**src/rtl/casu_pkg.sv**
```systemverilog
// Behaviour
// - Overflow flag follows signed overflow result.
// - Two-bit mask code admits NMI plus levels.
// - Accept source only if level beats mask.
// - Acceptance loads mask with accepted level.
// - Enable clear refuses maskables; entry keeps enable.
// - Half-byte modes pass the H bit out beside the address.
// - Handy mode reuses last address, moves only.
// - Operations use register or immediate only.
// - Word transfers allowed at odd addresses.
// - Register relative adds d8 or d16.
// - Branch target is PC plus displacement, 18-bit.
// - Stack relative adds d4, d8 or d16.
// - Absolute 8/12/16 bits; 18 for branches.
// - RAM short is 8-bit offset from zero.
// - I/O short adds 8-bit offset to base.
// - Strap low plus flag selects expansion mode.
// - Expansion register bits 7-5 gate A8-A17.
// - Expansion maps external ROM and RAM ranges.
// - Processor mode sends program space external.
// - Internal ROM at 04000, RAM at 00000.
// - Special registers fixed at 03F00-03FFF.
// - Status word pushed on entry, restored on return.
`default_nettype none
package casu_pkg;
	localparam logic [17:0] RAM_BASE = 18'h00000;
	localparam logic [17:0] SFR_BASE = 18'h03F00;
	localparam logic [17:0] SFR_TOP = 18'h03FFF;
	localparam logic [17:0] XRAM_BASE = 18'h02F00;
	localparam logic [17:0] XRAM_TOP = 18'h03EFF;
	localparam logic [17:0] ROM_BASE = 18'h04000;
	localparam logic [17:0] ROM_TOP_DEF = 18'h0BFFF;
	localparam logic [17:0] RAM_TOP_DEF = 18'h005FF;
	localparam logic [17:0] XROM_EXP_BASE = 18'h20000;
	localparam logic [17:0] XROM_TOP = 18'h3FFFF;
	localparam logic [7:0] MEMCTL_OFS = 8'h01;
	localparam logic [7:0] EXPCTL_OFS = 8'h0E;
	localparam logic [7:0] CTL_OFS = 8'h20;
	localparam logic [7:0] STAT_OFS = 8'h21;
	localparam logic [7:0] PSW_OFS = 8'h22;
	localparam logic [7:0] EAL_OFS = 8'h23;
	localparam logic [7:0] EAH_OFS = 8'h24;
	localparam logic [7:0] EAU_OFS = 8'h25;
	localparam logic [7:0] ACC_OFS = 8'h26;
	localparam int EXPANSION_ENABLE_FLAG_BIT = 4;
	localparam int PSW_V_BIT = 3;
	localparam int PSW_IM_LO = 4;
	localparam int PSW_MIE_BIT = 6;
	localparam logic [7:0] MEMCTL_RST = 8'hC0;
	localparam logic [7:0] EXPCTL_RST = 8'h00;
	localparam logic [7:0] PSW_RST = 8'h00;
	localparam logic [7:0] ZERO8 = 8'h00;
	typedef enum logic [3:0] {
		CASU_AM_NONE, CASU_AM_IND, CASU_AM_REL8, CASU_AM_REL16, CASU_AM_SP4, CASU_AM_SP8,
		CASU_AM_SP16, CASU_AM_ABS8, CASU_AM_ABS12, CASU_AM_ABS16, CASU_AM_RAMS, CASU_AM_IOS,
		CASU_AM_HANDY, CASU_AM_PCREL, CASU_AM_ABS18
	} casu_am_t;
	typedef enum logic [1:0] {CASU_OP_ALU, CASU_OP_MOV, CASU_OP_WORD_MOVE_INSTR, CASU_OP_BRANCH} casu_op_t;
	typedef enum logic [2:0] {CASU_DST_NONE, CASU_DST_IROM, CASU_DST_IRAM, CASU_DST_SFR, CASU_DST_EXT} casu_dst_t;
endpackage
`default_nettype wire

```
**src/rtl/casu_top.sv**
```systemverilog
`default_nettype none
module casu_top
	import casu_pkg::*;
#(
	parameter logic [17:0] ROM_TOP = ROM_TOP_DEF,
	parameter logic [17:0] RAM_TOP = RAM_TOP_DEF
) (
	input wire logic CORE_CLK_I,
	input wire logic ARST_N_I,
	input wire logic MODE_STRAP_PIN_I,
	input wire logic [7:0] ADDR_I,
	input wire logic [7:0] WDATA_I,
	input wire logic WR_I,
	input wire logic RD_I,
	output logic [7:0] RDATA_O,
	input wire logic ADDR_REQ_I,
	input wire logic [3:0] ADDR_MODE_I,
	input wire logic [1:0] OP_KIND_I,
	input wire logic [15:0] AREG_I,
	input wire logic [15:0] SP_I,
	input wire logic [17:0] PC_I,
	input wire logic [15:0] DISP_I,
	input wire logic DISP_HALF_I,
	input wire logic ALU_VALID_I,
	input wire logic ALU_SIGNED_OVF_I,
	input wire logic IRQ_REQ_I,
	input wire logic [1:0] SOURCE_PRIORITY_LEVEL_I,
	input wire logic NMI_REQ_I,
	input wire logic IRQ_RETURN_I,
	input wire logic [7:0] PSW_POP_I,
	output logic IRQ_ACCEPT_O,
	output logic NMI_ACCEPT_O,
	output logic [7:0] PSW_PUSH_O,
	output logic PSW_PUSH_VALID_O,
	output logic [17:0] EA_O,
	output logic EA_HALF_O,
	output logic EA_VALID_O,
	output logic EA_ILLEGAL_O,
	output logic [2:0] DEST_O,
	output logic EXT_CYCLE_O,
	output logic [17:8] EXT_ADDR_O,
	output logic [9:0] EXT_ADDR_OE_O,
	output logic [1:0] MEM_MODE_O
);
	// Address and status unit of the core. It keeps the status word bits that gate
	// interrupts and record signed overflow, forms the effective address of each data or
	// branch access, and decides which bus (internal ROM, internal RAM, special registers
	// or the external expansion bus) answers the address. All answers are registered, so
	// the decoder sees its result one cycle after it raises a request.
	// The memory mode is fixed by the strap at reset and, in single-chip operation, by the
	// expansion flag that software sets. Addresses that no bus owns in the current mode
	// are reported with no destination and never open an external cycle.
	// The core clock is the only clock; apart from the reset, the strap is the only asynchronous input.
	// Strap synchroniser and capture state. The pin is asynchronous to the core clock, so it
	// passes two flops, and a small counter waits until both are filled before the mode is taken.
	logic strap_s1;
	logic strap_s2;
	logic proc_mode;
	logic [1:0] strap_wait;
	logic [1:0] next_strap_wait;
	logic next_proc_mode;
	// Software visible state, interrupt bookkeeping and the last data address for handy mode.
	logic [7:0] memory_control_reg;
	logic [7:0] expansion_address_ctrl_reg;
	logic [7:0] processor_status_word;
	logic [17:0] handy_address;
	logic [7:0] accept_count;
	logic [7:0] next_memory_control_reg;
	logic [7:0] next_expansion_address_ctrl_reg;
	logic [7:0] next_psw;
	logic [17:0] next_handy_address;
	logic [7:0] next_accept_count;
	logic [7:0] next_rdata;
	logic next_irq_accept;
	logic next_nmi_accept;
	logic [7:0] next_psw_push;
	logic next_psw_push_valid;
	logic [17:0] next_ea;
	logic next_ea_half;
	logic next_ea_valid;
	logic next_ea_illegal;
	logic [2:0] next_dest;
	logic next_ext_cycle;
	logic [9:0] next_ext_oe;
	logic expansion_mode;
	logic [1:0] mask_level;
	logic maskable_irq_enable;
	casu_am_t am;
	casu_op_t op;
	casu_dst_t dst;

	// Decoder codes are cast to the local enums; codes with no meaning fall to the default
	// arm of the address case and are refused there.
	// The mask field and the enable bit are read straight out of the status word.
	assign am = casu_am_t'(ADDR_MODE_I);
	assign op = casu_op_t'(OP_KIND_I);
	assign mask_level = processor_status_word[PSW_IM_LO +: 2];
	assign maskable_irq_enable = processor_status_word[PSW_MIE_BIT];
	// Strap high overrides; otherwise the control flag picks expansion.
	assign expansion_mode = !proc_mode && memory_control_reg[EXPANSION_ENABLE_FLAG_BIT];

	// Strap capture. The mode is frozen on the third edge after reset release, when the
	// second synchroniser stage holds the real pin level rather than its reset value.
	// Sampling once is enough because the board keeps the strap still after reset; a
	// strap that moved later would otherwise switch the decoder under running code.
	always_comb begin
		next_strap_wait = strap_wait;
		next_proc_mode = proc_mode;
		if (strap_wait != 2'h3) begin
			next_strap_wait = strap_wait + 2'h1;
		end
		if (strap_wait == 2'h2) begin
			next_proc_mode = strap_s2;
		end
	end

	// Synchroniser and strap state registers; the second stage is the only reader of the first.
	always_ff @(posedge CORE_CLK_I or negedge ARST_N_I) begin
		if (!ARST_N_I) begin
			strap_s1 <= 1'b0;
			strap_s2 <= 1'b0;
			strap_wait <= 2'h0;
			proc_mode <= 1'b0;
		end else begin
			strap_s1 <= MODE_STRAP_PIN_I;
			strap_s2 <= strap_s1;
			strap_wait <= next_strap_wait;
			proc_mode <= next_proc_mode;
		end
	end

	// Register writes, status word update and interrupt gating.
	// Priority inside one cycle is fixed: a software write to the status word is overridden
	// by the overflow update of a finishing ALU operation, and both are overridden by the
	// restore on return from a handler. The non-maskable request is served before any
	// maskable one, and an accept pushes the old status word in the same cycle.
	// Unmapped register writes are dropped without effect.
	always_comb begin
		next_memory_control_reg = memory_control_reg;
		next_expansion_address_ctrl_reg = expansion_address_ctrl_reg;
		next_psw = processor_status_word;
		next_accept_count = accept_count;
		next_irq_accept = 1'b0;
		next_nmi_accept = 1'b0;
		next_psw_push = PSW_PUSH_O;
		next_psw_push_valid = 1'b0;
		if (WR_I) begin
			unique case (ADDR_I)
				MEMCTL_OFS: next_memory_control_reg = WDATA_I;
				EXPCTL_OFS: next_expansion_address_ctrl_reg = WDATA_I;
				PSW_OFS: next_psw = WDATA_I;
				default: ;
			endcase
		end
		// The overflow flag tracks every ALU result, set and clear alike.
		if (ALU_VALID_I) begin
			next_psw[PSW_V_BIT] = ALU_SIGNED_OVF_I;
		end
		// A maskable source needs the enable bit and a level numerically below the mask.
		// Equal levels are refused, which keeps a handler from being entered again by its
		// own source while the mask holds the accepted level.
		if (IRQ_RETURN_I) begin
			next_psw = PSW_POP_I;
		end else if (NMI_REQ_I) begin
			next_nmi_accept = 1'b1;
			next_psw_push = processor_status_word;
			next_psw_push_valid = 1'b1;
			next_accept_count = accept_count + 8'h01;
		end else if (IRQ_REQ_I && maskable_irq_enable
				&& (SOURCE_PRIORITY_LEVEL_I < mask_level)) begin
			next_irq_accept = 1'b1;
			next_psw_push = processor_status_word;
			next_psw_push_valid = 1'b1;
			// Mask takes the accepted level; the enable bit is left alone.
			next_psw[PSW_IM_LO +: 2] = SOURCE_PRIORITY_LEVEL_I;
			next_accept_count = accept_count + 8'h01;
		end
	end

	// Effective address generation and decode.
	// Data addresses are 16 bits and sit in the low 64 KB; only branch forms reach all 18
	// bits, and they carry a half-byte flag beside the address. The handy register follows
	// every legal data access except handy itself, so a chain of handy moves keeps reusing
	// one address. Word moves may start at any byte; the second byte is the next address.
	always_comb begin
		logic [17:0] a;
		logic legal;
		logic [17:0] pcd;
		a = handy_address;
		legal = 1'b1;
		pcd = 18'h00000;
		next_ea_half = 1'b0;
		next_handy_address = handy_address;
		// Each mode forms its address from its own operands; short displacements are
		// sign-extended for address registers and zero-extended for stack offsets.
		// The RAM short and I/O short forms add a byte offset to a fixed base.
		unique case (am)
			CASU_AM_IND: a = {2'b00, AREG_I};
			CASU_AM_REL8: a = {2'b00, AREG_I + {{8{DISP_I[7]}}, DISP_I[7:0]}};
			CASU_AM_REL16: a = {2'b00, AREG_I + DISP_I};
			CASU_AM_SP4: a = {2'b00, SP_I + {12'h000, DISP_I[3:0]}};
			CASU_AM_SP8: a = {2'b00, SP_I + {8'h00, DISP_I[7:0]}};
			CASU_AM_SP16: a = {2'b00, SP_I + DISP_I};
			CASU_AM_ABS8: a = {10'h000, DISP_I[7:0]};
			CASU_AM_ABS12: a = {6'h00, DISP_I[11:0]};
			CASU_AM_ABS16: a = {2'b00, DISP_I};
			CASU_AM_RAMS: a = RAM_BASE + {10'h000, DISP_I[7:0]};
			CASU_AM_IOS: a = SFR_BASE + {10'h000, DISP_I[7:0]};
			CASU_AM_HANDY: begin
				a = handy_address;
				legal = (op == CASU_OP_MOV) || (op == CASU_OP_WORD_MOVE_INSTR);
			end
			CASU_AM_PCREL: begin
				// Displacement is in byte units over the PC; the H bit comes from DISP_HALF_I.
				pcd = {PC_I[17:0]} + {{2{DISP_I[15]}}, DISP_I};
				a = pcd;
				next_ea_half = DISP_HALF_I;
				legal = (op == CASU_OP_BRANCH);
			end
			CASU_AM_ABS18: begin
				a = {1'b0, DISP_I, DISP_HALF_I};
				next_ea_half = DISP_HALF_I;
				legal = (op == CASU_OP_BRANCH);
			end
			CASU_AM_NONE: legal = 1'b1;
			default: legal = 1'b0;
		endcase
		// Operation instructions take no memory operand.
		if (op == CASU_OP_ALU && am != CASU_AM_NONE) begin
			legal = 1'b0;
		end
		// Branches reach memory only through the PC relative and the long absolute forms;
		// a branch in any other memory mode is refused rather than silently mis-targeted.
		if (op == CASU_OP_BRANCH && am != CASU_AM_NONE && am != CASU_AM_PCREL && am != CASU_AM_ABS18) begin
			legal = 1'b0;
		end
		// Destination decode. Special registers win in every mode, then internal RAM.
		// Processor mode ignores internal ROM and sends the whole program space outside.
		// Single-chip and expansion use internal ROM below its reserved top byte; only
		// expansion mode adds the external ROM and RAM windows.
		// Whatever is left has no destination and starts no bus cycle.
		dst = CASU_DST_NONE;
		if (a >= SFR_BASE && a <= SFR_TOP) begin
			dst = CASU_DST_SFR;
		end else if (a >= RAM_BASE && a <= RAM_TOP) begin
			dst = CASU_DST_IRAM;
		end else if (proc_mode) begin
			if ((a >= ROM_BASE && a <= XROM_TOP) || (a >= XRAM_BASE && a <= XRAM_TOP)) begin
				dst = CASU_DST_EXT;
			end
		end else if (a >= ROM_BASE && a < ROM_TOP) begin
			dst = CASU_DST_IROM; // Top ROM byte is reserved.
		end else if (expansion_mode && ((a >= XROM_EXP_BASE && a <= XROM_TOP)
				|| (a >= XRAM_BASE && a <= XRAM_TOP))) begin
			dst = CASU_DST_EXT;
		end
		// Word moves at odd addresses are legal; no alignment check.
		next_ea = a;
		next_ea_valid = ADDR_REQ_I && am != CASU_AM_NONE;
		next_ea_illegal = ADDR_REQ_I && !legal;
		next_dest = ADDR_REQ_I ? dst : CASU_DST_NONE;
		// Single-chip mode never opens an external cycle, because no range above maps to
		// the external destination unless processor or expansion mode is active.
		// Refused requests still report their address but never reach a bus.
		next_ext_cycle = next_ea_valid && legal && dst == CASU_DST_EXT;
		// Branch targets are program addresses and must not disturb the data handy address.
		if (next_ea_valid && legal && am != CASU_AM_HANDY && op != CASU_OP_BRANCH) begin
			next_handy_address = a;
		end
	end

	// Upper address pin enables from the expansion control field.
	// The field plus three gives how many of the ten upper lines leave the chip, counted from A8 up;
	// lines not enabled stay low and free for use as general ports.
	// Processor mode always drives all ten, since program code lives outside.
	always_comb begin
		next_ext_oe = 10'h000;
		if (proc_mode) begin
			next_ext_oe = 10'h3FF;
		end else if (expansion_mode) begin
			next_ext_oe = 10'h3FF >> (3'h7 - expansion_address_ctrl_reg[7:5]);
		end
	end

	// Read-back multiplexer. The data register is loaded only in the cycle after a read
	// strobe and holds zero otherwise, so a stale value never lingers on the bus.
	always_comb begin
		unique case (ADDR_I)
			MEMCTL_OFS: next_rdata = memory_control_reg;
			EXPCTL_OFS: next_rdata = expansion_address_ctrl_reg;
			STAT_OFS: next_rdata = {6'h00, expansion_mode, proc_mode};
			PSW_OFS: next_rdata = processor_status_word;
			EAL_OFS: next_rdata = handy_address[7:0];
			EAH_OFS: next_rdata = handy_address[15:8];
			EAU_OFS: next_rdata = {6'h00, handy_address[17:16]};
			ACC_OFS: next_rdata = accept_count;
			default: next_rdata = ZERO8;
		endcase
		if (!RD_I) begin
			next_rdata = ZERO8;
		end
	end

	// Internal state registers. Reset puts the decoder into single-chip operation with the
	// maskable enable clear, so, unless the strap selects processor mode, no external cycle
	// and no maskable accept can appear before software has set the unit up.
	always_ff @(posedge CORE_CLK_I or negedge ARST_N_I) begin
		if (!ARST_N_I) begin
			memory_control_reg <= MEMCTL_RST;
			expansion_address_ctrl_reg <= EXPCTL_RST;
			processor_status_word <= PSW_RST;
			handy_address <= 18'h00000;
			accept_count <= ZERO8;
		end else begin
			memory_control_reg <= next_memory_control_reg;
			expansion_address_ctrl_reg <= next_expansion_address_ctrl_reg;
			processor_status_word <= next_psw;
			handy_address <= next_handy_address;
			accept_count <= next_accept_count;
		end
	end

	// Output registers. Every port comes straight from a flop so that the timing seen by
	// the decoder and the pins does not depend on the adder and range compare depth.
	// The pin enables and the gated upper address move together in the same cycle.
	always_ff @(posedge CORE_CLK_I or negedge ARST_N_I) begin
		if (!ARST_N_I) begin
			RDATA_O <= ZERO8;
			IRQ_ACCEPT_O <= 1'b0;
			NMI_ACCEPT_O <= 1'b0;
			PSW_PUSH_O <= ZERO8;
			PSW_PUSH_VALID_O <= 1'b0;
			EA_O <= 18'h00000;
			EA_HALF_O <= 1'b0;
			EA_VALID_O <= 1'b0;
			EA_ILLEGAL_O <= 1'b0;
			DEST_O <= 3'h0;
			EXT_CYCLE_O <= 1'b0;
			EXT_ADDR_O <= 10'h000;
			EXT_ADDR_OE_O <= 10'h000;
			MEM_MODE_O <= 2'h0;
		end else begin
			RDATA_O <= next_rdata;
			IRQ_ACCEPT_O <= next_irq_accept;
			NMI_ACCEPT_O <= next_nmi_accept;
			PSW_PUSH_O <= next_psw_push;
			PSW_PUSH_VALID_O <= next_psw_push_valid;
			EA_O <= next_ea;
			EA_HALF_O <= next_ea_half;
			EA_VALID_O <= next_ea_valid;
			EA_ILLEGAL_O <= next_ea_illegal;
			DEST_O <= next_dest;
			EXT_CYCLE_O <= next_ext_cycle;
			EXT_ADDR_O <= next_ea[17:8] & next_ext_oe;
			EXT_ADDR_OE_O <= next_ext_oe;
			MEM_MODE_O <= {expansion_mode, proc_mode};
		end
	end
endmodule
`default_nettype wire

```
**config.mk**
```make
export PLATFORM = sky130hd
export DESIGN_NAME = casu_top
export DESIGN_NICKNAME = d
export VERILOG_FILES = /design/src/rtl/casu_pkg.sv /design/src/rtl/casu_top.sv
export SDC_FILE = /design/constraint.sdc
export NUM_CORES = 1
export LEC_CHECK = 0
export ABC_AREA = 0
export ABC_CLOCK_PERIOD_IN_PS = 2100
export BUFFER_PORTS_ARGS = -buffer_cell sky130_fd_sc_hd__buf_2
export CAP_MARGIN = 20
export CORE_UTILIZATION = 56
export DETAILED_ROUTE_END_ITERATION = 7
export MAX_ROUTING_LAYER = met4
export PLACE_DENSITY_LB_ADDON = 0.1
export SLEW_MARGIN = 5
export SYNTH_ARGS = -nofsm -noshare
export SYNTH_HDL_FRONTEND = slang
export SYNTH_SLANG_ARGS = --single-unit
```
**constraint.sdc**
```tcl
create_clock -name CORE_CLK_I -period 2.1 [get_ports CORE_CLK_I]
set_input_delay 0.105 -clock CORE_CLK_I [delete_from_list [all_inputs] [get_ports CORE_CLK_I]]
set_output_delay 0.105 -clock CORE_CLK_I [all_outputs]
set_load 0.02 [all_outputs]
```
==> results of run 1 <==
-- per-layer routing --
layer | global-route usage | overflow
met5 | - | -
met1 | 0.7552 | 1
met4 | 0.7519 | 30
met2 | 0.9621 | 36
met3 | 0.4970 | 0
-- what timing repair did --
action | in CTS
setup endpoints to repair | 40
buffers inserted | 36
resized for setup | 143
endpoints found under the hold margin | 58
gates cloned | 0
hold buffers | 18
pin swaps | 49
-- cells in the mapped netlist (5+ instances only) --
library cell	number	area share
nand2_1	130	0.057
dfrtp_1	117	0.34
a21oi_1	63	0.037
ha_1	53	0.077
nor2_1	50	0.022
o21ai_0	50	0.029
and2_1	28	0.020
mux2_2	28	0.037
xnor2_1	26	0.027
inv_1	25	0.011
a21o_1	23	0.020
clkbuf_1	22	0.0096
a22oi_1	21	0.018
nand3_1	21	0.012
nor3_1	21	0.012
nand2b_1	17	0.012
a31oi_1	16	0.012
o211ai_1	16	0.014
buf_2	14	0.0082
mux2i_1	14	0.016
nor2b_1	14	0.010
a211oi_1	12	0.011
and3_1	12	0.0088
nand4_1	11	0.0080
o21a_1	9	0.0079
a222oi_1	8	0.0093
o21ai_1	8	0.0047
a211o_1	7	0.0072
a21boi_0	7	0.0061
xor2_1	7	0.0072
nand3b_1	6	0.0053
a221oi_1	5	0.0051
nor4_1	5	0.0036
or3_1	5	0.0036
-- per-stage QoR --
| step | instance area (sq um) | worst slack [ns] | utilization |
|---|---|---|---|
| global placement | 11630 | -1.231 | 0.7881 |
| floorplan | 8807 | -1.107 | - |
| detailed placement | 11630 | -1.379 | 0.7881 |
| CTS | 13390 | -0.7281 | 0.9073 |
-- cells by family after synthesis --
group / Yosys count / synth area share
multiplexers: 42 / 0.05312
buffers and inverters: 67 / 0.03400
flip-flops: 119 / 0.3476
XOR/XNOR: 33 / 0.03371
AND/OR/NAND/NOR: 347 / 0.2042
AO/OA/AOI/OAI: 298 / 0.2430
adder cells (fa/ha/maj): 56 / 0.08436
==> out/metrics.cfg, run 1 <==
[run_status]
status = stopped before the end
haltStage = global routing (5_1_grt)
error = [ERROR GRT-0232] Routing congestion too high. Check the congestion heatmap in the GUI.

[yosys]
syn_inst = 962
syn_area_per_cell_sq_um = 8.912
yosys_warnings = 0
synth_edf_count = 0
syn_nets = 1128
syn-cell-area_sq_um = 8573
synth.yosys.seq_area_share = 0.3476
synth-main-ff-cell = dfrtp_1
ys_types = 92
async_flop_share = 1.000
synth-seq-cells = 119

[global_routing]
grt-ovfl-total = 67
grt_usage = 0.7572
grt_max_degree = 47

[die]
chipWidth_microns = 125.7
die_y_microns = 125.7
placementRows = 44
start_util = 0.5811
ios = 176

[place]
dp_hpwl_mm = 24.41
io_buffers = 175
place_inst = 1531
place_congestion = 0.9778

[clock_tree]
cts_made_buffers = 17
cts_sinks = 119
cts-root-buf = clkbuf_16
clk_path_buf_depth = 2
htreeDepth = 4

[sta]
worst_endpoint = DEST_O[1]$_DFF_PN0_/D
endpoint_type = register data pin

==> run 2, diff against run 1 <==
Settings changed: CORE_UTILIZATION 56 to 40, MAX_ROUTING_LAYER met4 to unset, PLACE_DENSITY_LB_ADDON 0.1 to 0.15.
==> out/metrics.cfg, run 2 <==
[finish]
final_common_cell = buf_4
multiInputGateArea_sq_um = 6118
antenna_cells = 0
fillers = 1760
fin_area_sq_um = 13450
regArea_sq_um = 2980
reg_top3 = EA_O: 18 flops, handy_address: 18 flops, EXT_ADDR_O: 10 flops
final_cell_mix = buf_4 (240), buf_2 (168), nand2_1 (120)
syn_to_final_growth_pct = 56.92
final_nets = 1568
final_layout_size_suffix_gt1_frac = 0.4502

[sta]
worstMarginPinSlew_ns = 0.5701
hold_violations = 0
slew_viol_final = 0
rsz0062_at_grt = yes
setup_viol = 29
fmax_mhz = 362.7
skew_ns = 0.01122
holdWs_ns = 0.004049
setup_tns_ns = -10.59
min_period_ns = 2.757
post-route-period-util = 1.313
worst_slack_ns = -0.6570
max_slew_margin = 0.6186

[global_routing]
grt-ovfl-total = 0
grt_pass1_vias = 9137
grt_usage = 0.2846
grt_first_pass_wirelength_mm = 48.32
antenna_found_initial = 0
grt_max_degree = 58

[worst_setup_path]
critPathMaxFanout = 5
crit_arrival_ns = 3.03
rr_worst_depth = 6
start_kind = input pin
end_kind = flip-flop
required_ns = 2.38
worst-setup-path-type = input pin to flip-flop

[clock_tree]
cts_tree = yes
clk_latency_ns = 0.42
htreeDepth = 4  ; unchanged
cts_made_buffers = 17  ; unchanged
clk_path_buf_depth = 2  ; unchanged
cts-root-buf = clkbuf_16  ; unchanged
cts_sinks = 119  ; unchanged
clkTransAtPathRegs_ns = 0.05

[route]
wl_per_cell_microns = 18.44
drcViolationCount = 0
highest-signal-layer = met4
drt-initial-drc-count = 611
drt_wl_total_mm = 31.17
ant_nets = 0
num_vias = 9277
wl_met2_mm = 14.62
via_per_inst = 5.489
firstDrtPassIters = 5
met3_length_mm = 1.382
wirelength_met1_mm = 14.52

[yosys]
post-synth-top-area-cell = dfrtp_1  ; unchanged
synth.yosys.seq_area_share = 0.3476  ; unchanged
yosys-top-cells-area = dfrtp_1 (34%), ha_1 (7.7%), nand2_1 (5.7%)  ; unchanged
synth-main-ff-cell = dfrtp_1  ; unchanged
syn-cell-area_sq_um = 8573  ; unchanged
yosys_warnings = 0  ; unchanged
synth_top_area_frac = 0.3415  ; unchanged
syn_nets = 1128  ; unchanged
synth-seq-cells = 119  ; unchanged
synth-compound-area-share = 0.2430  ; unchanged
synth_xor_area_frac = 0.03371  ; unchanged
async_flop_share = 1.000  ; unchanged
ys_top_cells_by_count = nand2_1 (130), dfrtp_1 (117), a21oi_1 (63)  ; unchanged
syn_inst = 962  ; unchanged
synthMuxAreaShare = 0.05312  ; unchanged
ys_types = 92  ; unchanged
synth_edf_count = 0  ; unchanged
synthAdderAreaFrac = 0.08435  ; unchanged
syn_area_per_cell_sq_um = 8.912  ; unchanged
yosys.cell_count.top_type = nand2_1  ; unchanged
synthSimpleGateAreaFrac = 0.2042  ; unchanged
synth_top_family_by_area = compound AO/OA/AOI/OAI gates  ; unchanged

[hold_path]
holdCritPathClass = input pin to flip-flop
hold_depth = 2

[pwr]
max-vdd-ir-drop_mv = 0.5683
powerDensity_nw_per_um2 = 660.3
power_mw = 8.882
leakage_nw = 6.438

[flow_run]
drv_cap = 0

[die]
die_area_sq_um = 22020
placementRows = 53  ; was 44
start_util = 0.4078  ; was 0.5811
chipWidth_microns = 148.4  ; was 125.7 microns
die_y_microns = 148.4  ; was 125.7 microns
ios = 176  ; unchanged
core_sq_um = 21020

[place]
dp_slack_ns = -1.283  ; was -1.379 ns
place_congestion = 0.8984  ; was 0.9778
placed_area_sq_um = 11680  ; was 11,630 sq um
io_buffers = 175  ; unchanged
dp_hpwl_mm = 23.65  ; was 24.41 mm

[run_status]
violations = setup timing
status = complete, but fails checks  ; was stopped before the end

-- run 2: path summary, 6_finish.rpt --
kind	from	end	slack (ns)
min in group asynchronous	ARST_N_I	EXT_CYCLE_O$_DFF_PN0_	0.21
max reg2reg	handy_address[9]$_DFFE_PN0P_	DEST_O[1]$_DFF_PN0_	0.04
min reg2reg	strap_s1$_DFF_PN0_	strap_s2$_DFF_PN0_	0.35
max in group asynchronous	ARST_N_I	memory_control_reg[7]$_DFFE_PN1P_	1.12
min	WDATA_I[7]	expansion_address_ctrl_reg[7]$_DFFE_PN0P_	0.004
max	ADDR_MODE_I[2]	DEST_O[2]$_DFF_PN0_	-0.66
-- run 2: critical path, cell delays in order --
cell and delay [ns]:
buf_8 0.10, nor4bb_4 0.27, buf_4 0.16, nand2b_4 0.18, nand2_4 0.07, ha_4 0.26, and2_4 0.16, nand2_4 0.05
or4b_4 0.54, a21o_1 0.20, a21oi_2 0.18, o32ai_4 0.12, buf_6 0.14, buf_6 0.11, and4_4 0.14, o21ai_2 0.16
a21oi_1 0.09
-- run 2: area by class of cell --
| type | instances | area share |
|---|---|---|
| clock buffer | 18 | 0.03190 |
| clock inverter | 14 | 0.01293 |
| inverter | 26 | 0.007440 |
| multi-input combinational | 776 | 0.4548 |
| sequential | 119 | 0.2215 |
| tap | 275 | 0.02558 |
| timing repair buffer | 462 | 0.2458 |
-- run 2: logic make-up after synthesis --
logic type | after synthesis
AO/OA/AOI/OAI | 298
XOR/XNOR | 33
adder cells (fa/ha/maj) | 56
buffers and inverters | 67
flip-flops | 119
multiplexers | 42
AND/OR/NAND/NOR | 347
-- run 2: repair_timing --
action / 4_1_cts / 5_1_grt
endpoints found under the setup margin: 36 / 46
gates resized for setup: 108 / 61
hold buffers: 19 / 1
endpoints found under the hold margin: 57 / 1
setup buffers: 24 / 14
pin swaps: 52 / 34
-- run 2: metal layers --
metal / vias to the layer above / GRT usage
li1: 4481 / -
met1: 4455 / 0.3954
met2: 304 / 0.4613
met3: 37 / 0.03834
met4: 0 / 0.08144
met5: - / 0
-- run 2: power by group --
group,switching (mW),internal [mW]
logic,1.52,1.49
clock network,1.12,1.87
registers,0.279,2.61
total,2.92,5.96
-- run 2: through the flow --
stage,cells,utilization
3_3_place_gp,1612,0.5556
3_5_place_dp,1612,0.5556
2_1_floorplan,962,-
5_1_grt,1690,0.6400
6_report,1690,0.6400
4_1_cts,1679,0.6234
Power figures use the tool's default switching activity.
==> run 3, diff against run 2 <==
Settings changed: CTS_CLUSTER_SIZE set to 12, PLACE_DENSITY set to 0.64, PLACE_DENSITY_LB_ADDON 0.15 to unset.
==> out/metrics.cfg, run 3 (synthesis results as in run 2) <==
[run_status]
status = complete, but fails checks  ; unchanged
violations = setup timing  ; unchanged

[route]
num_vias = 9327  ; was 9,277
drcViolationCount = 0  ; unchanged
drt_wl_total_mm = 31.35  ; was 31.17 mm
ant_nets = 0  ; unchanged
via_per_inst = 5.552  ; was 5.489
firstDrtPassIters = 6  ; was 5
wl_per_cell_microns = 18.66  ; was 18.44 microns
drt-initial-drc-count = 637  ; was 611

[die]
die_y_microns = 148.4  ; unchanged
core_sq_um = 21020  ; unchanged
ios = 176  ; unchanged
chipWidth_microns = 148.4  ; unchanged
start_util = 0.4078  ; unchanged
placementRows = 53  ; unchanged
die_area_sq_um = 22020  ; unchanged

[sta]
rsz0062_at_grt = yes  ; unchanged
holdWs_ns = 0.002715  ; was 0.004049 ns
slew_viol_final = 0  ; unchanged
max_slew_margin = 0.5341  ; was 0.6186
worstMarginPinSlew_ns = 0.6929  ; was 0.5701 ns
post-route-period-util = 1.319  ; was 1.313
setup_viol = 31  ; was 29
hold_violations = 0  ; unchanged
fmax_mhz = 361.0  ; was 362.7 MHz
skew_ns = 0.009077  ; was 0.01122 ns
worst_slack_ns = -0.6701  ; was -0.6570 ns
min_period_ns = 2.770  ; was 2.757 ns

[place]
dp_hpwl_mm = 23.36  ; was 23.65 mm
io_buffers = 175  ; unchanged
dp_slack_ns = -1.327  ; was -1.283 ns
place_congestion = 0.9249  ; was 0.8984

[clock_tree]
cts_tree = yes  ; unchanged
cts_sinks = 119  ; unchanged
clk_latency_ns = 0.42  ; about the same
cts-root-buf = clkbuf_16  ; unchanged
cts_made_buffers = 17  ; unchanged
clk_path_buf_depth = 2  ; unchanged
htreeDepth = 4  ; unchanged
clkTransAtPathRegs_ns = 0.06  ; was 0.05 ns

[pwr]
powerDensity_nw_per_um2 = 682.1  ; was 660.3 nW/um^2
leakage_nw = 6.432  ; was 6.438 nW
max-vdd-ir-drop_mv = 0.7317  ; was 0.5683 mV
power_mw = 9.224  ; was 8.882 mW

[global_routing]
grt-ovfl-total = 0  ; unchanged
grt_first_pass_wirelength_mm = 48.56  ; was 48.32 mm
grt_pass1_vias = 9039  ; was 9,137
antenna_found_initial = 0  ; unchanged
grt_max_degree = 58  ; unchanged
grt_usage = 0.2853  ; was 0.2846

[worst_setup_path]
critPathSlowestCell = or4_1  ; was or4b_4
critical_path.cell_chain = buf_12 > xnor2_4 > nor2_4 > and2_4 > ha_4 > a21o_1 > a31o_4 > buf_6 > o211ai_1 > a21oi_1 > o21a_1 > o31a_2 > or4_1 > o21ai_1 > and3_1  ; was buf_8 > nor4bb_4 > buf_4 > nand2b_4 > nand2_4 > ha_4 > and2_4 > nand2_4 > or4b_4 > a21o_1 > a21oi_2 > o32ai_4 > buf_6 > buf_6 > and4_4 > o21ai_2 > a21oi_1
end_kind = flip-flop  ; unchanged
worst-setup-path-type = input pin to flip-flop  ; unchanged
start_kind = input pin  ; unchanged
required_ns = 2.46  ; was 2.38 ns
critPathMaxFanout = 4  ; was 5
max_stage_delay_ns = 0.52  ; was 0.54 ns
crit_arrival_ns = 3.13  ; was 3.03 ns

[hold_path]
holdCritPathClass = input pin to flip-flop  ; unchanged

[finish]
final_nets = 1558  ; was 1,568
multiInputGateArea_sq_um = 6217  ; was 6118 sq um
fillers = 1751  ; was 1,760
reg_top3 = EA_O: 18 flops, handy_address: 18 flops, EXT_ADDR_O: 10 flops  ; unchanged
antenna_cells = 0  ; unchanged
syn_to_final_growth_pct = 57.74  ; was 56.92%
regArea_sq_um = 2980  ; unchanged
final_common_cell = buf_4  ; unchanged
final_layout_size_suffix_gt1_frac = 0.4548  ; was 0.4502
final_cell_mix = buf_4 (224), buf_2 (170), dfrtp_1 (117), nand2_1 (117)  ; was buf_4 (240), buf_2 (168), nand2_1 (120)

[flow_run]
drv_cap = 0  ; unchanged

-- run 3: cell types whose count changed in the layout (fill, tap and decap cells not counted), moves of 3 or more --
cell / delta
and2_4: +3
and2_1: -3
nand2_1: -3
buf_4: -16
a21oi_1: -4
a21oi_2: +3
xnor2_2: -3
buf_6: +6
-- run 3: area by class of cell --
type / instances / area share
inverters: 26 / 0.007402
multi-input cells: 776 / 0.4598
flip-flops and latches: 119 / 0.2204
well taps: 275 / 0.02544
clock inverters: 14 / 0.01647
repair buffers: 452 / 0.2381
clock buffers: 18 / 0.03248
-- run 3: final timing paths --
| kind | from | end | slack [ns] | cells past startpoint |
|---|---|---|---|---|
| max reg2reg | handy_address[9]$_DFFE_PN0P_ | DEST_O[1]$_DFF_PN0_ | 0.09 | 6 |
| max | ADDR_MODE_I[0] | DEST_O[1]$_DFF_PN0_ | -0.67 | 15 |
| min | WDATA_I[3] | expansion_address_ctrl_reg[3]$_DFFE_PN0P_ | 0.003 | 2 |
| min in group asynchronous | ARST_N_I | EXT_ADDR_OE_O[9]$_DFF_PN0_ | 0.20 | 2 |
| min reg2reg | strap_s1$_DFF_PN0_ | strap_s2$_DFF_PN0_ | 0.36 | 0 |
| max in group asynchronous | ARST_N_I | memory_control_reg[3]$_DFFE_PN0P_ | 1.14 | 3 |
-- run 3: layer usage --
layer | track usage | routed length [microns] | vias up
met5 | 0 | 0 | -
met4 | 0.08969 | 797 | 0
met3 | 0.05031 | 1814 | 46
met2 | 0.4559 | 14620 | 340
met1 | 0.3912 | 14120 | 4485
li1 | - | - | 4456
-- run 3: metrics by stage --
| stage | util | instance area, sq um | std cells | setup TNS [ns] |
|---|---|---|---|---|
| after global placement | 0.5504 | 11570 | 1601 | -30.18 |
| after floorplan | - | 8807 | 962 | -19.98 |
| final | 0.6433 | 13520 | 1680 | -8.934 |
| after CTS | 0.6223 | 13080 | 1667 | -7.263 |
| after global routing | 0.6433 | 13520 | 1680 | -11.48 |
| after detailed placement | 0.5504 | 11570 | 1601 | -32.32 |
-- run 3: power by group --
part / internal [mW] / switching, mW / total (mW)
Combinational: 1.53 / 1.56 / 3.09
Sequential: 2.61 / 0.278 / 2.88
Clock: 2.15 / 1.11 / 3.25
-- run 3: worst max-delay path: cells and delay by family --
| family | cells | cell delay, ns |
|---|---|---|
| adders and majority gates | 1 | 0.20 |
| AOI/OAI and AO/OA | 7 | 1.40 |
| and+or+nand+nor | 4 | 1.05 |
| buffers and inverters | 2 | 0.23 |
| xor gates and xnor gates | 1 | 0.14 |
-- run 3: timing repair --
| item | 4_1_cts | 5_1_grt |
|---|---|---|
| gates resized for setup | 110 | 82 |
| buffers inserted | 17 | 17 |
| endpoints found under the setup margin | 35 | 41 |
| hold endpoints to repair | 54 | 0 |
| pin swaps | 52 | 51 |
| hold buffers | 19 | 0 |
